$ cat src/core/ocs_consts.vh
// constants for the oscillator clock-source select block
`ifndef OCS_CONSTS_VH
`define OCS_CONSTS_VH
// =====================================================
// source select encodings {source_select_hi, source_select_lo}
`define OCS_SRC_INTERNAL 2'h0
`define OCS_SRC_EXTCLK   2'h1
`define OCS_SRC_RC       2'h2
`define OCS_SRC_CRYSTAL  2'h3
// =====================================================
// second configuration register layout and default
`define OCS_CFG2_WIDTH   8
`define OCS_CFG2_SEL_LO  0
`define OCS_CFG2_SEL_HI  1
`define OCS_CFG2_DEFAULT 8'h00
// =====================================================
// divider ratios
`define OCS_HALF_DIV     2
`define OCS_BUS_DIV      4
`endif

$ cat src/core/ocs_clock_select.v
// oscillator clock-source selection and clock-rate enable generation
// Operation
// - provide quad-rate and half-rate clock outputs
// - bus clock is quad-rate divided by four
// - four sources, internal oscillator after reset unless the configuration selects another
// - select bits choose source per encoding
// - configuration register bits have defined defaults
// - wait mode leaves clocks running
// - stop mode halts selected source and clocks
// - break state keeps clocks running
`timescale 1ns/10ps
`include "ocs_consts.vh"
module ocs_clock_select
(
    // clock and reset
    input  wire                        clk_sys_i,
    input  wire                        rst_i,
    // configuration
    input  wire                        cfg2_valid_i,
    input  wire [`OCS_CFG2_WIDTH-1:0]  cfg2_value_i,
    // source clock level inputs (pins and oscillators)
    input  wire                        internal_source_clock_i,
    input  wire                        external_clock_pin_i,
    input  wire                        rc_source_clock_i,
    input  wire                        crystal_source_clock_i,
    // power modes
    input  wire                        wait_mode_i,
    input  wire                        stop_mode_i,
    input  wire                        break_state_i,
    // outputs
    output reg                         quad_rate_clock_o,
    output reg                         half_rate_clock_o,
    output reg                         bus_clock_en_o,
    output reg  [1:0]                  source_sel_o,
    output reg                         source_run_o
);
    // =====================================================
    // source inputs synchronised one lane at a time; they are sampled as levels
    wire [3:0] src_raw;
    wire [3:0] src_sync;

    assign src_raw = {crystal_source_clock_i, rc_source_clock_i,
                      external_clock_pin_i, internal_source_clock_i};

    genvar si;
    generate
        for (si = 0; si < 4; si = si + 1)
        begin : g_sync
            ocs_sync2 #(.W(1)) u_sync
            (
                .clk_sys_i (clk_sys_i),
                .rst_i     (rst_i),
                .d_i       (src_raw[si]),
                .q_o       (src_sync[si])
            );
        end
    endgenerate

    // =====================================================
    // configuration capture at reset release
    localparam [1:0] ST_CAPTURE = 2'h0;
    localparam [1:0] ST_RUN     = 2'h1;

    reg  [1:0]                 state_r;
    reg  [1:0]                 state_nxt;
    reg  [1:0]                 sel_nxt;
    wire [`OCS_CFG2_WIDTH-1:0] cfg2_nxt;

    // without a programmed value every bit takes its default
    assign cfg2_nxt = cfg2_valid_i ? cfg2_value_i : `OCS_CFG2_DEFAULT;

    // only one capture per reset so the source never switches live
    always @*
    begin
        state_nxt = state_r;
        sel_nxt   = source_sel_o;
        case (state_r)
            ST_CAPTURE:
            begin
                state_nxt = ST_RUN;
                sel_nxt   = {cfg2_nxt[`OCS_CFG2_SEL_HI], cfg2_nxt[`OCS_CFG2_SEL_LO]};
            end
            ST_RUN:
            begin
                // later configuration changes are ignored until the next reset
                state_nxt = ST_RUN;
            end
            default:
            begin
                // an illegal code keeps the held source instead of recapturing
                state_nxt = ST_RUN;
            end
        endcase
    end

    always @(posedge clk_sys_i)
    begin
        if (rst_i)
        begin
            state_r      <= ST_CAPTURE;
            source_sel_o <= `OCS_SRC_INTERNAL;
        end
        else
        begin
            state_r      <= state_nxt;
            source_sel_o <= sel_nxt;
        end
    end

    // =====================================================
    // source lanes: only the captured source can reach the clock logic
    function lane_hit;
        input [1:0]   sel;
        input integer lane;
        begin
            case (sel)
                `OCS_SRC_INTERNAL: lane_hit = (lane == 0);
                `OCS_SRC_EXTCLK:   lane_hit = (lane == 1);
                `OCS_SRC_RC:       lane_hit = (lane == 2);
                `OCS_SRC_CRYSTAL:  lane_hit = (lane == 3);
                default:           lane_hit = (lane == 0);
            endcase
        end
    endfunction

    // stop gates the source; wait and break deliberately have no effect
    wire       run_w;
    wire [3:0] lane_w;
    wire       src_w;

    assign run_w = (state_r == ST_RUN) & ~stop_mode_i;

    genvar li;
    generate
        for (li = 0; li < 4; li = li + 1)
        begin : g_lane
            // a stopped or unselected lane stays low
            assign lane_w[li] = src_sync[li] & lane_hit(source_sel_o, li) & run_w;
        end
    endgenerate

    assign src_w = |lane_w;

    // =====================================================
    // source edge tracking and bus-rate divider
    reg        src_d_r;
    reg  [1:0] div_r;
    reg  [1:0] div_nxt;
    wire       src_rise;

    // the divider only moves on source edges, so it freezes with the clocks in stop
    assign src_rise = src_w & ~src_d_r;

    always @*
    begin
        div_nxt = div_r;
        if (src_rise)
        begin
            div_nxt = div_r + 2'h1;
        end
    end

    always @(posedge clk_sys_i)
    begin
        if (rst_i)
        begin
            src_d_r <= 1'b0;
            div_r   <= 2'h0;
        end
        else
        begin
            src_d_r <= src_w;
            div_r   <= div_nxt;
        end
    end

    // =====================================================
    // output clocks, all taken straight from flip-flops
    reg quad_nxt;
    reg half_nxt;
    reg bus_en_nxt;

    // quad-rate follows the source level; half-rate and the bus enable step
    // only on its rising edges, so the three stay in phase
    always @*
    begin
        quad_nxt   = src_w;
        half_nxt   = half_rate_clock_o;
        bus_en_nxt = 1'b0;
        if (src_rise)
        begin
            // half-rate toggles every quad-rate rising edge
            half_nxt   = ~half_rate_clock_o;
            // one bus enable per four quad-rate rising edges
            bus_en_nxt = (div_r == 2'h3);
        end
    end

    always @(posedge clk_sys_i)
    begin
        if (rst_i)
        begin
            quad_rate_clock_o <= 1'b0;
            half_rate_clock_o <= 1'b0;
            bus_clock_en_o    <= 1'b0;
        end
        else
        begin
            quad_rate_clock_o <= quad_nxt;
            half_rate_clock_o <= half_nxt;
            bus_clock_en_o    <= bus_en_nxt;
        end
    end

    // =====================================================
    // run status for the sink
    always @(posedge clk_sys_i)
    begin
        if (rst_i)
        begin
            source_run_o <= 1'b0;
        end
        else
        begin
            source_run_o <= run_w;
        end
    end
endmodule

$ cat src/core/ocs_sync2.v
// two-flop synchroniser for pin-level inputs
`timescale 1ns/10ps
module ocs_sync2
#(
    parameter W = 1
)
(
    // clock and reset
    input  wire         clk_sys_i,
    input  wire         rst_i,
    // data
    input  wire [W-1:0] d_i,
    output wire [W-1:0] q_o
);
    reg [W-1:0] meta_r;
    reg [W-1:0] sync_r;
    // first stage feeds only the second stage
    always @(posedge clk_sys_i)
    begin
        if (rst_i)
        begin
            meta_r <= {W{1'b0}};
            sync_r <= {W{1'b0}};
        end
        else
        begin
            meta_r <= d_i;
            sync_r <= meta_r;
        end
    end
    assign q_o = sync_r;
endmodule

$ cat config.mk
export PLATFORM = sky130hd
export DESIGN_NAME = ocs_clock_select
export DESIGN_NICKNAME = d
export VERILOG_FILES = /design/src/core/ocs_clock_select.v /design/src/core/ocs_sync2.v
export VERILOG_INCLUDE_DIRS = /design/src /design/src/core
export SDC_FILE = /design/constraint.sdc
export NUM_CORES = 1
export LEC_CHECK = 0
export BUFFER_PORTS_ARGS = -buffer_cell sky130_fd_sc_hd__buf_2
export CAP_MARGIN = 10
export CORE_AREA = 2 2 39 41
export DETAILED_ROUTE_END_ITERATION = 10
export DIE_AREA = 0 0 41 43
export PLACE_DENSITY_LB_ADDON = 0.05
export RECOVER_POWER = 100
export SYNTH_ARGS = -nofsm -noshare
export SYNTH_HDL_FRONTEND = slang
export SYNTH_SLANG_ARGS = --single-unit
$ cat constraint.sdc
create_clock -name clk_sys_i -period 2.2 [get_ports clk_sys_i]
set_input_delay 0.22 -clock clk_sys_i [delete_from_list [all_inputs] [get_ports clk_sys_i]]
set_output_delay 0.22 -clock clk_sys_i [all_outputs]
set_load 0.01 [all_outputs]
==> results.py <==
metrics = {
    "sta": {
        "setup_tns_ns": 0,
        "period_minus_slack_ns": 1.60,
        "rsz0062_at_grt": "false",
        "fin_worst_skew_ns": 0.00313,
        "setup_viol": 0,
        "fin_crit_sh_pct": 72.9,
        "max_freq_mhz": 624,
        "relSlewSlack_pct": 57.4,
        "timing.final.hold_violations": 0,
        "holdWs_ns": 0.107,
        "worst_slew_pin_slew_ns": 0.639,
        "report.final.slew_viol_count": 0,
    },
    "run_status": {
        "status": "finished clean",
    },
    "cts": {
        "cts_buffers": 3,
        "postCtsSetupBuffers": 0,
        "clkLatencyLatePin_ns": 0.29,
        "htree_levels": 1,
        "hold_buffers": 0,
        "cts_max_path_buffers": 2,
        "cts_root_buf": "clkbuf_4",
        "cts-resized-gates": 0,
        "cts_tree": "built",
        "clk_pin_slew_ns": 0.10,
        "cts_sinks": 17,
    },
    "floorplanning": {
        "rows": 14,
        "core_area_mm2": 0.00138,
        "die_w_um": 41,
        "fp.dieH_um": 43,
        "start_util_pct": 41.4,
        "die_area_mm2": 0.00176,
        "ios": 24,
    },
    "power": {
        "combPwrFrac_pct": 5.6,
        "power.share.clock_pct": 31.6,
        "power_density_mw_per_mm2": 766,
        "p_leak_nw": 0.287,
        "vdd_drop_max_mv": 0.386,
        "p_sw_mw": 0.112,
        "intPower_mw": 0.402,
        "power_frac_seq_pct": 62.8,
        "p_sw_share_pct": 21.8,
    },
    "yosys": {
        "yosysWarnings": 0,
        "ys_ff_latch": 17,
        "syn_area_um2": 573,
        "synth_cell_types": 16,
        "yosysSeqAreaShare_pct": 59.4,
        "synth_nets": 67,
        "synthCells": 48,
        "avgSynthCellArea_um2": 11.9,
    },
    "layout": {
        "n_fill_cell": 144,
        "fin_util_pct": 48.6,
        "drive_above_1_share_pct": 21.2,
        "fin_nets": 86,
        "n_antenna_cell": 0,
        "area_growth_syn_to_layout_pct": 17.2,
    },
    "global_route": {
        "grtUsageMet2_pct": 14.4,
        "grt.met3_usage_pct": 4.71,
        "grt_pass1_wl_um": 1170,
        "grt_busiest_layer": "met2",
        "grt_max_degree": 17,
        "use_met1_pct": 12.0,
        "track_usage_pct": 10.2,
        "grt_antenna_before_repair": 0,
        "gr-total-overflow": 0,
        "grt_pass1_vias": 294,
    },
    "worst_setup_path": {
        "setup.worst_path.start_class": "flop",
        "worstPathMaxFanout": 3,
        "critical_path.top_delay_family": "multiplexers",
        "path_class": "reg -> reg",
        "worst_path_max_delay_cell": "mux4_2",
        "cp.required_ns": 2.38,
        "path_buf_inv": 0,
        "crit_path_end_kind": "flop",
        "arrival_ns": 1.78,
        "cp_cell_sequence": "mux4_2 > and4bb_1 > mux2_1",
        "critPathMaxStageDelay_ns": 0.52,
        "crit_path_start": "source_sel_o[1]$_SDFFE_PP0N_",
        "crit-reg2reg-launch": "source_sel_o[1]$_SDFFE_PP0N_",
    },
    "worst_hold_path": {
        "hp-start": "stop_mode_i",
        "hp-class": "in -> reg",
    },
    "place": {
        "place_congestion": 0.629,
        "hpwl_um": 580,
        "io_buffer_count": 15,
    },
    "drt": {
        "antenna_left": 0,
        "num_vias": 374,
        "firstDrtPassIters": 2,
        "drc": 0,
        "routed_wirelength_um": 804,
        "first_iter_violations": 3,
        "wire_per_inst_um": 9.80,
        "viasPerCell": 4.56,
    },
    "job": {
        "maxCapViolations": 0,
    },
}
## metrics by stage
step	instances	cell area, um2	total power [mW]	worst slack (ns)
after global placement	78	664	0.362	0.669
after detailed placement	78	664	0.362	0.657
after global routing	82	672	0.541	0.520
after CTS	82	692	0.530	0.636
after floorplan	48	573	0.348	0.661
final	82	672	0.514	0.597
## flip-flops by register name (all words and copies together) (netlist names)
| signal | flops |
|---|---|
| bus_clock_en_o | 1 |
| div_r | 2 |
| g_sync.u_sync.meta_r | 4 |
| g_sync.u_sync.q_o | 4 |
| half_rate_clock_o | 1 |
| quad_rate_clock_o | 1 |
| source_run_o | 1 |
| source_sel_o | 2 |
| state_r | 1 |
## area by class of cell
class | instances | area, um2 | share of cell area (%)
sequential | 17 | 340 | 50.7
multi-input combinational | 29 | 214 | 31.8
timing repair buffer | 15 | 66.3 | 9.87
clock buffer | 3 | 22.5 | 3.35
tap | 16 | 20.0 | 2.98
clock inverter | 1 | 5.00 | 0.745
inverter | 1 | 3.75 | 0.559
## cells in the final DEF, fill, tap and decap left out, drive strengths merged, types with 2 or more instances in the layout
cell type  netlist  final
a21oi            2      2
buf              0      8
dfxtp           17     17
nand2            4      4
nor2             2      2
clkbuf           1     10
mux2             2      2
nor2b           10     10
nand3b           2      2
## cells in the mapped netlist
| library cell | number | area [um2] |
|---|---|---|
| nand3b_1 | 2 | 15.0 |
| and2_2 | 1 | 7.51 |
| and3b_1 | 1 | 8.76 |
| inv_1 | 1 | 3.75 |
| mux2i_1 | 1 | 10.0 |
| ha_1 | 1 | 12.5 |
| nor2_1 | 2 | 7.51 |
| clkbuf_1 | 1 | 3.75 |
| and4bb_4 | 1 | 16.3 |
| mux4_2 | 1 | 22.5 |
| nor2b_1 | 10 | 62.6 |
| a21oi_1 | 2 | 10.0 |
| nor3b_1 | 1 | 7.51 |
| dfxtp_1 | 17 | 340 |
| mux2_4 | 2 | 30.0 |
| nand2_1 | 4 | 15.0 |
## power by group through the flow
stage	Clock (mW)	Combinational, mW	Sequential (mW)
6_report	0.162	0.0290	0.323
3_3_place_gp	0	0.0317	0.330
5_1_grt	0.183	0.0333	0.325
2_1_floorplan	0	0.0169	0.331
4_1_cts	0.174	0.0319	0.323
3_5_place_dp	0	0.0318	0.331
## layer usage
| layer | routed length (um) | vias to the layer above |
|---|---|---|
| met5 | 0 | - |
| met4 | 10 | 0 |
| met3 | 71 | 2 |
| met2 | 345 | 15 |
| met1 | 376 | 163 |
| li1 | - | 194 |
## path summary, 6_finish.rpt
| path | end | slack, ns | cells after the start |
|---|---|---|---|
| max | div_r[0]$_SDFFE_PP0P_ | 0.60 | 3 |
| min | source_run_o$_SDFF_PP0_ | 0.11 | 2 |
| max reg2reg | div_r[0]$_SDFFE_PP0P_ | 0.60 | 3 |
| min reg2reg | g_sync[0].u_sync.q_o$_SDFF_PP0_ | 0.45 | 1 |
## cells by family after synthesis
kind of cell	synth area share (%)
simple gates	24.5
flops	59.4
mux	10.9
fa+ha+maj	2.18
buf+inv	1.31
compound gates	1.75
## worst reg2reg max path: cells and delay by family, from the launching register on
family	cells	cell delay (ns)
multiplexers	2	0.84
flip-flops	1	0.39
AND/OR/NAND/NOR	1	0.26
Note: power is estimated with default switching activity, not from simulation.
